<file path="src/logic/bsio_defs.svh">
// Purpose: offsets, reset values and bus codes for the shared i/o ports
// Assumes: printed offsets are register indices; byte address is four times that
// Notes: definitions only
`ifndef BSIO_DEFS_SVH
`define BSIO_DEFS_SVH

// register indices as printed
`define BSIO_IDX_P0DATA 32'hfffff000
`define BSIO_IDX_P1DATA 32'hfffff001
`define BSIO_IDX_P0DIR 32'hfffff002
`define BSIO_IDX_P1DIR 32'hfffff004
`define BSIO_IDX_P1FN 32'hfffff005

// reset values
`define BSIO_RST_BYTE 8'h00
`define BSIO_RST_WORD 32'h00000000
`define BSIO_RST_STRAP 1'b0

// ahb-lite codes
`define BSIO_HTRANS_ACTIVE_BIT 1
`define BSIO_HRESP_OKAY 1'b0
`define BSIO_READY 1'b1

// field layout
`define BSIO_BYTE_MSB 7
`define BSIO_PAD_ZERO 24'h000000

`endif

</file>
<file path="src/logic/bsio_pkg.sv">
// Purpose: shared types of the shared i/o ports
// Assumes: used with package-qualified names only
// Notes: no constants here; numbers live in bsio_defs.svh
package bsio_pkg;

  // request from the external bus controller
  typedef struct packed {
    logic active;
    logic [7:0] lowOut;
    logic lowOe;
    logic [7:0] highOut;
    logic highOe;
    logic [7:0] midAddr;
  } bsio_ebc_t;

  // decoded register select
  typedef enum logic [2:0] {
    BSIO_REG_NONE,
    BSIO_REG_P0DATA,
    BSIO_REG_P1DATA,
    BSIO_REG_P0DIR,
    BSIO_REG_P1DIR,
    BSIO_REG_P1FN
  } bsio_reg_t;

  // port 1 pin role from the function/direction pair
  typedef enum logic [1:0] {
    BSIO_FN_IN,
    BSIO_FN_OUT,
    BSIO_FN_HIDATA,
    BSIO_FN_MIDADDR
  } bsio_p1fn_t;

  // captured ahb address phase
  typedef struct packed {
    logic valid;
    logic write;
    bsio_reg_t sel;
  } bsio_ap_t;

endpackage

</file>
<file path="src/logic/bsio_ports.sv">
// Purpose: two 8-bit general-purpose ports shared with the external memory bus
// Assumes: ahb-lite slave, one clock, pins synchronous to sys_clk
// Notes: pin drive and pin capture are registered, one cycle each way
`timescale 1ns/1ps
`default_nettype none

`include "bsio_defs.svh"

module bsio_ports (
  input wire logic sys_clk,
  input wire logic reset_n,
  input wire logic hsel,
  input wire logic [31:0] haddr,
  input wire logic [1:0] htrans,
  input wire logic hwrite,
  input wire logic [2:0] hsize,
  input wire logic [31:0] hwdata,
  input wire logic hready,
  output logic hreadyout,
  output logic hresp,
  output logic [31:0] hrdata,
  input wire logic busModeStrap,
  input wire bsio_pkg::bsio_ebc_t ebcReq,
  output logic busModeMux,
  output logic [15:0] busDataIn,
  input wire logic [7:0] port0In,
  output logic [7:0] port0Out,
  output logic [7:0] port0Oe,
  input wire logic [7:0] port1In,
  output logic [7:0] port1Out,
  output logic [7:0] port1Oe
);

  // register state
  logic [7:0] p0Latch;
  logic [7:0] p0Dir;
  logic [7:0] p1Latch;
  logic [7:0] p1Dir;
  logic [7:0] p1Fn;
  bsio_pkg::bsio_ap_t addrPhase;

  logic [7:0] next_p0Latch;
  logic [7:0] next_p0Dir;
  logic [7:0] next_p1Latch;
  logic [7:0] next_p1Dir;
  logic [7:0] next_p1Fn;
  bsio_pkg::bsio_ap_t next_addrPhase;

  // bus answer and pin state
  logic [31:0] next_hrdata;
  logic next_busModeMux;
  logic [15:0] next_busDataIn;
  logic [7:0] next_port0Out;
  logic [7:0] next_port0Oe;
  logic [7:0] p1MuxOut;
  logic [7:0] p1MuxOe;

  // captured pin levels
  logic [7:0] p0Pin;
  logic [7:0] p1Pin;

  // byte address of a register index; the top index bits fall off the word
  function automatic logic [31:0] byteAddr(input logic [31:0] idx);
    return {idx[29:0], 2'b00};
  endfunction

  // address decode of one aligned word per register
  function automatic bsio_pkg::bsio_reg_t decode(input logic [31:0] addr);
    bsio_pkg::bsio_reg_t sel;
    sel = bsio_pkg::BSIO_REG_NONE;
    if (addr == byteAddr(`BSIO_IDX_P0DATA))
      sel = bsio_pkg::BSIO_REG_P0DATA;
    else if (addr == byteAddr(`BSIO_IDX_P1DATA))
      sel = bsio_pkg::BSIO_REG_P1DATA;
    else if (addr == byteAddr(`BSIO_IDX_P0DIR))
      sel = bsio_pkg::BSIO_REG_P0DIR;
    else if (addr == byteAddr(`BSIO_IDX_P1DIR))
      sel = bsio_pkg::BSIO_REG_P1DIR;
    else if (addr == byteAddr(`BSIO_IDX_P1FN))
      sel = bsio_pkg::BSIO_REG_P1FN;
    return sel;
  endfunction

  // pin for input bits, latch for output bits
  function automatic logic [7:0] mixRead(
    input logic [7:0] latch,
    input logic [7:0] outMask,
    input logic [7:0] pin
  );
    return (latch & outMask) | (pin & ~outMask);
  endfunction

  // byte seen by a read of one register
  function automatic logic [7:0] readByte(
    input bsio_pkg::bsio_reg_t sel,
    input logic [7:0] l0,
    input logic [7:0] d0,
    input logic [7:0] l1,
    input logic [7:0] d1,
    input logic [7:0] f1,
    input logic [7:0] pin0,
    input logic [7:0] pin1
  );
    logic [7:0] val;
    val = `BSIO_RST_BYTE;
    case (sel)
      bsio_pkg::BSIO_REG_P0DATA: val = mixRead(l0, d0, pin0);
      // only the plain output code counts as output for port 1
      bsio_pkg::BSIO_REG_P1DATA: val = mixRead(l1, d1 & ~f1, pin1);
      bsio_pkg::BSIO_REG_P0DIR: val = d0;
      bsio_pkg::BSIO_REG_P1DIR: val = d1;
      bsio_pkg::BSIO_REG_P1FN: val = f1;
      default: val = `BSIO_RST_BYTE;
    endcase
    return val;
  endfunction

  assign p0Pin = busDataIn[7:0];
  assign p1Pin = busDataIn[15:8];

  // address phase capture; hsize is only ever a whole word here
  always_comb
  begin
    next_addrPhase = addrPhase;
    if (hready)
    begin
      next_addrPhase.valid = hsel & htrans[`BSIO_HTRANS_ACTIVE_BIT];
      next_addrPhase.write = hwrite;
      next_addrPhase.sel = decode(haddr);
    end
  end

  always_ff @(posedge sys_clk)
  begin
    if (!reset_n)
    begin
      addrPhase.valid <= 1'b0;
      addrPhase.write <= 1'b0;
      addrPhase.sel <= bsio_pkg::BSIO_REG_NONE;
    end
    else
    begin
      addrPhase <= next_addrPhase;
    end
  end

  // register writes in the data phase; unmapped writes are dropped
  always_comb
  begin
    next_p0Latch = p0Latch;
    next_p0Dir = p0Dir;
    next_p1Latch = p1Latch;
    next_p1Dir = p1Dir;
    next_p1Fn = p1Fn;
    if (addrPhase.valid && addrPhase.write)
    begin
      case (addrPhase.sel)
        bsio_pkg::BSIO_REG_P0DATA: next_p0Latch = hwdata[`BSIO_BYTE_MSB:0];
        bsio_pkg::BSIO_REG_P1DATA: next_p1Latch = hwdata[`BSIO_BYTE_MSB:0];
        bsio_pkg::BSIO_REG_P0DIR: next_p0Dir = hwdata[`BSIO_BYTE_MSB:0];
        bsio_pkg::BSIO_REG_P1DIR: next_p1Dir = hwdata[`BSIO_BYTE_MSB:0];
        bsio_pkg::BSIO_REG_P1FN: next_p1Fn = hwdata[`BSIO_BYTE_MSB:0];
        default: next_p0Latch = p0Latch;
      endcase
    end
    // hardware clear beats a software write landing in the same cycle
    if (ebcReq.active)
      next_p0Dir = `BSIO_RST_BYTE;
  end

  always_ff @(posedge sys_clk)
  begin
    if (!reset_n)
    begin
      p0Latch <= `BSIO_RST_BYTE;
      p0Dir <= `BSIO_RST_BYTE;
      p1Latch <= `BSIO_RST_BYTE;
      p1Dir <= `BSIO_RST_BYTE;
      p1Fn <= `BSIO_RST_BYTE;
    end
    else
    begin
      p0Latch <= next_p0Latch;
      p0Dir <= next_p0Dir;
      p1Latch <= next_p1Latch;
      p1Dir <= next_p1Dir;
      p1Fn <= next_p1Fn;
    end
  end

  // read data built from post-write values, so a read right after a write
  // sees it without a wait state
  always_comb
  begin
    next_hrdata = `BSIO_RST_WORD;
    if (hready && hsel && htrans[`BSIO_HTRANS_ACTIVE_BIT] && !hwrite)
    begin
      next_hrdata = {`BSIO_PAD_ZERO,
        readByte(decode(haddr), next_p0Latch, next_p0Dir, next_p1Latch,
          next_p1Dir, next_p1Fn, p0Pin, p1Pin)};
    end
  end

  // zero-wait slave, always okay
  always_ff @(posedge sys_clk)
  begin
    if (!reset_n)
    begin
      hrdata <= `BSIO_RST_WORD;
      hreadyout <= `BSIO_READY;
      hresp <= `BSIO_HRESP_OKAY;
    end
    else
    begin
      hrdata <= next_hrdata;
      hreadyout <= `BSIO_READY;
      hresp <= `BSIO_HRESP_OKAY;
    end
  end

  // strap is held while reset is low and frozen at release
  always_comb
  begin
    next_busModeMux = busModeMux;
  end

  always_ff @(posedge sys_clk)
  begin
    if (!reset_n)
      busModeMux <= busModeStrap;
    else
      busModeMux <= next_busModeMux;
  end

  // pin capture for reads and for the bus controller's incoming data
  always_comb
  begin
    next_busDataIn = {port1In, port0In};
  end

  always_ff @(posedge sys_clk)
  begin
    if (!reset_n)
      busDataIn <= {`BSIO_RST_BYTE, `BSIO_RST_BYTE};
    else
      busDataIn <= next_busDataIn;
  end

  // port 1 roles follow software settings only, never the bus activity
  bsio_port1_mux u_p1mux (
    .fnBits(next_p1Fn),
    .dirBits(next_p1Dir),
    .latch(next_p1Latch),
    .ebcReq(ebcReq),
    .pinOut(p1MuxOut),
    .pinOe(p1MuxOe)
  );

  // port 0 drive; the controller formats data or address-data per busModeMux
  always_comb
  begin
    next_port0Out = next_p0Latch;
    next_port0Oe = next_p0Dir;
    if (ebcReq.active)
    begin
      next_port0Out = ebcReq.lowOut;
      next_port0Oe = {8{ebcReq.lowOe}};
    end
  end

  // pins registered so every output leaves a flop
  always_ff @(posedge sys_clk)
  begin
    if (!reset_n)
    begin
      port0Out <= `BSIO_RST_BYTE;
      port0Oe <= `BSIO_RST_BYTE;
      port1Out <= `BSIO_RST_BYTE;
      port1Oe <= `BSIO_RST_BYTE;
    end
    else
    begin
      port0Out <= next_port0Out;
      port0Oe <= next_port0Oe;
      port1Out <= p1MuxOut;
      port1Oe <= p1MuxOe;
    end
  end

  // hsize is not checked: only single word transfers reach this slave
  logic unusedSize;
  assign unusedSize = ^hsize;

endmodule

`default_nettype wire

</file>
<file path="src/logic/bsio_port1_mux.sv">
// Purpose: per-pin role selection for port 1
// Assumes: bus values come from the external bus controller
// Notes: purely combinational; the caller registers the result
`timescale 1ns/1ps
`default_nettype none

`include "bsio_defs.svh"

module bsio_port1_mux (
  input wire logic [7:0] fnBits,
  input wire logic [7:0] dirBits,
  input wire logic [7:0] latch,
  input wire bsio_pkg::bsio_ebc_t ebcReq,
  output logic [7:0] pinOut,
  output logic [7:0] pinOe
);

  // pair decode of function and direction bit
  function automatic bsio_pkg::bsio_p1fn_t roleOf(input logic fn, input logic dir);
    bsio_pkg::bsio_p1fn_t role;
    case ({fn, dir})
      2'b00: role = bsio_pkg::BSIO_FN_IN;
      2'b01: role = bsio_pkg::BSIO_FN_OUT;
      2'b10: role = bsio_pkg::BSIO_FN_HIDATA;
      default: role = bsio_pkg::BSIO_FN_MIDADDR;
    endcase
    return role;
  endfunction

  // each pin picks latch, upper data lines or middle address lines
  always_comb
  begin
    pinOut = `BSIO_RST_BYTE;
    pinOe = `BSIO_RST_BYTE;
    for (int i = 0; i < 8; i++)
    begin
      case (roleOf(fnBits[i], dirBits[i]))
        bsio_pkg::BSIO_FN_OUT:
        begin
          pinOut[i] = latch[i];
          pinOe[i] = 1'b1;
        end
        bsio_pkg::BSIO_FN_HIDATA:
        begin
          // data direction belongs to the bus controller, and only while it runs
          pinOut[i] = ebcReq.highOut[i];
          pinOe[i] = ebcReq.active & ebcReq.highOe;
        end
        bsio_pkg::BSIO_FN_MIDADDR:
        begin
          pinOut[i] = ebcReq.midAddr[i];
          pinOe[i] = 1'b1;
        end
        default:
        begin
          pinOut[i] = latch[i];
          pinOe[i] = 1'b0;
        end
      endcase
    end
  end

endmodule

`default_nettype wire

</file>
<file path="config.mk">
export PLATFORM = sky130hd
export DESIGN_NAME = bsio_ports
export DESIGN_NICKNAME = d
export VERILOG_FILES = /design/src/logic/bsio_pkg.sv /design/src/logic/bsio_ports.sv /design/src/logic/bsio_port1_mux.sv
export VERILOG_INCLUDE_DIRS = /design/src /design/src/logic
export SDC_FILE = /design/constraint.sdc
export NUM_CORES = 1
export LEC_CHECK = 0
export BUFFER_PORTS_ARGS = -buffer_cell sky130_fd_sc_hd__clkbuf_2
export CAP_MARGIN = 20
export CORE_MARGIN = 1
export CORE_UTILIZATION = 53
export CTS_CLUSTER_DIAMETER = 40
export DETAILED_ROUTE_END_ITERATION = 8
export GPL_ROUTABILITY_DRIVEN = 0
export PLACE_DENSITY = 0.9
export SLEW_MARGIN = 20
export SYNTH_ARGS = -nofsm -noshare
export SYNTH_HDL_FRONTEND = slang
export SYNTH_SLANG_ARGS = --single-unit
</file>
<file path="constraint.sdc">
create_clock -name sys_clk -period 2.6 [get_ports sys_clk]
set_input_delay 0.39 -clock sys_clk [delete_from_list [all_inputs] [get_ports sys_clk]]
set_output_delay 0.39 -clock sys_clk [all_outputs]
set_load 0.02 [all_outputs]
</file>
**Yosys cells after proc, flatten, opt, wreduce, memory -nomap -nowiden**

Cells that the tools add are included.

- Equal/unequal tests: 55
- Multiplexer cells: 44
- Bitwise logic cells: 12
- Reduce and logical (&&, ||, !) cells: 22

Operators with widths:

| operator | number |
|---|---|
| == test 32 bit, second input constant | 5 |
| 2-to-1 mux 8 bit | 13 |
| == test 2 bit, second input constant | 24 |
| case mux 2 bit (3 select lines) | 8 |
| AND 8 bit | 5 |
| case mux 8 bit (5 select lines) | 1 |
| == test 2 x 1 -> 1 bit, second input constant | 16 |
| case mux 1 bit (2 select lines) | 16 |
| inverter 8 bit | 3 |
| 2-to-1 mux 3 bit | 6 |
| zero test 2 bit | 8 |
| OR 8 bit | 2 |
| OR reduction 2 bit | 8 |
| == test 3 x 2 -> 1 bit, second input constant | 4 |
| == test 3 bit, second input constant | 4 |
| == test 3 x 1 -> 1 bit, second input constant | 2 |
| logical AND 1 bit | 4 |
| AND 1 bit | 2 |
| AND reduction 2 bit | 1 |
| zero test 1 bit | 1 |

- Flip-flop bits (word level): 126
- Output and inout port bits: 83
- Input port bits: 118
- Word-level logic and storage cells: 149

**Longest topological paths before layout**

- Depth after elaboration: 9
- Depth in mapped cells: 8
- Depth with buffers taken out: 5

**Modules after synthesis**

Synthesis repeated with hierarchy kept, for this count alone.

- Cells, all modules: 574
- Area total of the unflattened synthesis: 5116.2 µm²

By module, submodules not included:

| module | seq. area each (µm²) | cells each | times used | area an instance (µm²) |
|---|---|---|---|---|
| bsio_ports | 2052.0 | 540 | 1 | 4885.9 |
| bsio_port1_mux | 0.0 | 34 | 1 | 230.2 |

**Least setup slack after synthesis**

Ideal clock, no wire load.

- Kind: in2reg
- Start point: in haddr[19]
- End point: reg hrdata[0]
- Arrival time: 1727 ps
- Path buffers: 0
- Data required time: 2514 ps
- Slack: 787 ps
- Stages on the path: 5
- Cell sequence: nand4_1 or4_4 nor3_2 o311ai_1 o221ai_1

- Cells in the longest elaborated chain, start to end: 9
- Elaborated cells on any way between the ends: 17
- Those cells by class: 10 x eq/ne; 7 x mux

Ends and longest elaborated chain:

| element | RTL line | RTL |
|---|---|---|
| start, declared | bsio_ports.sv:13 | `input wire logic [31:0] haddr,` |
| == test 32 bit | bsio_ports.sv:79 | `` else if (addr == byteAddr(`BSIO_IDX_P1FN)) `` |
| 2-to-1 mux 3 bit | bsio_ports.sv:79 |  |
| 2-to-1 mux 3 bit | bsio_ports.sv:77 | `` else if (addr == byteAddr(`BSIO_IDX_P1DIR)) `` |
| 2-to-1 mux 3 bit | bsio_ports.sv:75 | `` else if (addr == byteAddr(`BSIO_IDX_P0DIR)) `` |
| 2-to-1 mux 3 bit | bsio_ports.sv:73 | `` else if (addr == byteAddr(`BSIO_IDX_P1DATA)) `` |
| 2-to-1 mux 3 bit (*) | bsio_ports.sv:71 | `` if (addr == byteAddr(`BSIO_IDX_P0DATA)) `` |
| 2-to-1 mux 3 bit (*) | bsio_ports.sv:196 | `` if (hready && hsel && htrans[`BSIO_HTRANS_ACTIVE_BIT] && !hwrite) `` |
| == test 3 bit, or another cell as far along | bsio_ports.sv:106 | `case (sel)` |
| case mux 8 bit (5 select lines) (*) | bsio_ports.sv:106 |  |
| end signal, assigned | bsio_ports.sv:209 | `` hrdata <= `BSIO_RST_WORD; `` |
| end signal, assigned | bsio_ports.sv:215 | `hrdata <= next_hrdata;` |
| end, declared | bsio_ports.sv:21 | `output logic [31:0] hrdata,` |

Mark *: on every way between the ends. The rest lies on a longest branch, timed or not. The select of a mux whose other input is x is not followed.
A chain may end at the register's enable or synchronous reset.

**Final worst setup path**

- Start point: reg addrPhase[0] (netlist name)
- End point: reg hrdata[6]

- Cells in the longest elaborated chain, start to end: 9
- Elaborated cells on any way between the ends: 27
- Those cells by class: 5 x eq/ne; 12 x mux; 10 x bitwise

Ends and longest elaborated chain:

| element | RTL line | RTL |
|---|---|---|
| start, declared | bsio_ports.sv:40 | `bsio_pkg::bsio_ap_t addrPhase;` |
| start signal, assigned | bsio_ports.sv:143 | `addrPhase <= next_addrPhase;` |
| == test 3 bit | bsio_ports.sv:157 | `case (addrPhase.sel)` |
| 2-to-1 mux 8 bit | bsio_ports.sv:157 |  |
| 2-to-1 mux 8 bit | bsio_ports.sv:155 | `if (addrPhase.valid && addrPhase.write)` |
| inverter 8 bit | bsio_ports.sv:109 | `bsio_pkg::BSIO_REG_P1DATA: val = mixRead(l1, d1 & ~f1, pin1);` |
| AND 8 bit | bsio_ports.sv:109 |  |
| inverter 8 bit | bsio_ports.sv:90 | `return (latch & outMask) \| (pin & ~outMask);` |
| AND 8 bit | bsio_ports.sv:90 |  |
| OR 8 bit | bsio_ports.sv:90 |  |
| case mux 8 bit (5 select lines) (*) | bsio_ports.sv:106 |  |

Mark *: on every way between the ends. The rest lies on a longest branch, timed or not.

==> results.toml <==
[yosys]
synth.top_cell.area_share = 0.397
synthMuxAreaShare = 0.120
ys_async_sr_fraction = 0
yosys.area_share.simple = 0.220
synthFlopType = "dfxtp_1"
synth_compound_area_frac = 0.162
synth_xor_area_frac = 0.00344
synth_edf_count = 1
synth_top_family_by_area = "simple AND/OR/NAND/NOR gates"
yosysTopAreaCell = "dfxtp_1"
synthTopCellsByCount = "101 x dfxtp_1, 51 x nor2_1, 35 x mux2i_1"
syn_inst = 545
yosysWarnings = 0
synth-adder-area-share = 0
synth.most_common_cell = "dfxtp_1"
synthTopCellsByArea = "dfxtp_1 40%, mux2i_1 6.9%, mux2_2 4.6%, buf_4 4.4%, nor2_1 3.8%"
netlist_area_mm2 = 0.00509
synthDistinctLibCells = 59
synth_seq_cells = 102
yosysSeqAreaShare = 0.403
post_synth.cell_area_avg_um2 = 9.33

[sta]
min_period_ps = 2170
finalHoldViolCount = 0
rsz0062_at_grt = "false"
period_share = 0.834
fmax_mhz = 461
hold-worst-slack_ps = 192
slew_viol_final = 0
worstMarginPinSlew_ps = 681
setup_viol = 0
finalSetupTns_ps = 0
finalWorstSetupSlack_ps = 432
max-slew-margin-rel = 0.543
skew_ps = 19.4

[cells_and_area]
fin_cells = 810
n_fill_cell = 762
area_delta_synth_final_pct = 17.9
drive_above_1_share = 0.326
final_util = 0.646
final_nets = 794
antennaDiodeCount = 0

[detailed_routing]
drc = 0
wl_mm = 13.4
avgRoutedWirePerCell_um = 16.5
via_count = 4759
dr.pass1.iters = 5
drt_iter0_markers = 389
ant_nets = 0
routed_via_density = 5.88

[power_and_ir_drop]
leakage_nw = 2.72
p_seq_frac = 0.548
p_switching_uw = 780
sw_frac_of_total = 0.266
power_frac_clock = 0.350
internal_power_mw = 2.15
pwr-share-comb = 0.102
ir_drop_mv = 0.388
p_per_area_mw_per_mm2 = 489

[die]
die_area_mm2 = 0.0100
die_w_um = 100
io_pins = 201
die_y_um = 100
initial_utilization = 0.548
rows = 35
core_area_mm2 = 0.00928

[placement]
io_buffers = 146
dp.cells = 794
detailed_place_hpwl_mm = 9.83
dp_slack_ps = 297

[cts]
clockBufferDepth = 2
post_cts_resized = 0
path_clk_slew_ps = 100
clkSinkCount = 102
cts_root_buf = "clkbuf_8"
h-tree-depth = 3
tritoncts = "yes"
cts_hold_buf = 0
cts_setup_buffers = 0
clk_latency_ps = 380
cts_buffers = 9

[setup_path]
cpPeakStageDelay_ps = 510
path_class = "reg -> reg"
start_kind = "register"
crit_path_end_kind = "register"
path_cells = "buf_4 -> inv_1 -> nor4b_1 -> a311oi_1 -> mux2_2 -> o221ai_1"
cp.required_ps = 2880
arrival_ps = 2440
crit_fanout = 16
worst_path_max_delay_cell = "dfxtp_1"

[hold_path]
hp-class = "in -> reg"

[job]
drv_cap = 0

[run_status]
outcome = "finished clean"

[grt]
grt_usage = 0.263
grt_pass1_wl_mm = 20.8
antenna_found_initial = 0
grt_max_degree = 37
grt_pass1_vias = 4406
gr-total-overflow = 0
## layout by cell type (no fill, tap or decap), types with 3 or more instances in the layout
master      Yosys  routed
nand3_1         8       8
nor3b_1         9       9
a32oi_1        12      12
o21ai_0         5       5
inv_1          19      19
nor3_1          9       9
a211oi_1       13      13
buf_4          30      15
or2_2           7       7
o22ai_1         7       7
dfxtp_1       101     101
nand2b_1        3       3
nand2_1        20      20
clkbuf_2        0     146
o211a_1         8       8
nand4b_2        3       3
a21oi_1        24      24
nor2_1         51      51
o31ai_1         7       7
and3_1         17      17
conb_1          2      26
nand4_1         3       3
o32ai_1         5       5
nor4b_1        11      11
a311oi_1        3       3
mux2_2         21      21
and2_1         19      19
clkbuf_8        0       9
clkinvlp_4      0       3
a31oi_1         5       5
o221ai_1        8       8
and4b_1         4       4
o311ai_1        7       7
mux2i_1        35      35
## per-layer routing
layer / vias up / wire [µm] / global-route usage
met2: 303 / 6560 / 0.463
met4: 0 / 311 / 0.101
met1: 2218 / 5470 / 0.325
met5: - / 0 / 0
li1: 2202 / - / -
met3: 36 / 1060 / 0.0397
## per-stage QoR
step	instance area, µm²	power (mW)
finish	6000	2.93
floorplan	5180	1.84
global route	6000	3.03
global placement	5800	1.93
CTS	6000	2.93
detailed placement	5800	1.94
## worst max-delay path: cells and delay by family, from the launching register on
family	cells	cell delay [ps]
AND/OR/NAND/NOR	1	500
AO/OA/AOI/OAI	2	320
flip-flops	1	510
multiplexers	1	300
buffers and inverters	2	440
## layout make-up
type                            instances  area [µm²]  share of cell area
Clock inverter                          6        70.1              0.0117
Clock buffer                           10         128              0.0213
Timing Repair Buffer                  161         843               0.141
Multi-Input combinational cell        382        2670               0.445
Inverter                               20        75.1              0.0125
Tap cell                              129         161              0.0269
Sequential cell                       102        2050               0.342
## sequential cells by signal (all words and copies together), names as in the netlist
signal,count
p1Dir,8
p0Dir,8
p1Fn,8
busModeMux,1
hrdata,8
busDataIn,16
port1Out,8
addrPhase,5
port1Oe,8
p0Latch,8
port0Oe,8
port0Out,8
p1Latch,8
## logic make-up after synthesis
group / count (synthesis)
flops: 102
buf+inv: 85
xor+xnor: 2
other cells: 2
mux: 58
simple gates: 184
compound gates: 112
## power by group through the flow
stage | registers, mW | logic [mW] | clock network [mW]
6_report | 1.61 | 0.299 | 1.03
3_3_place_gp | 1.64 | 0.288 | 0
5_1_grt | 1.61 | 0.322 | 1.10
3_5_place_dp | 1.64 | 0.296 | 0
4_1_cts | 1.61 | 0.297 | 1.03
2_1_floorplan | 1.68 | 0.165 | 0
## final timing paths
kind	end	start	cells after the start	slack, ps
hold / removal	busModeMux	busModeStrap	1	190
hold reg to reg	p1Latch[1]	p1Latch[1]	2	540
setup reg to reg	hrdata[6]	addrPhase[0]	6	430
setup / recovery	hrdata[6]	addrPhase[0]	6	430
Note: power is estimated with default switching activity, not from simulation.
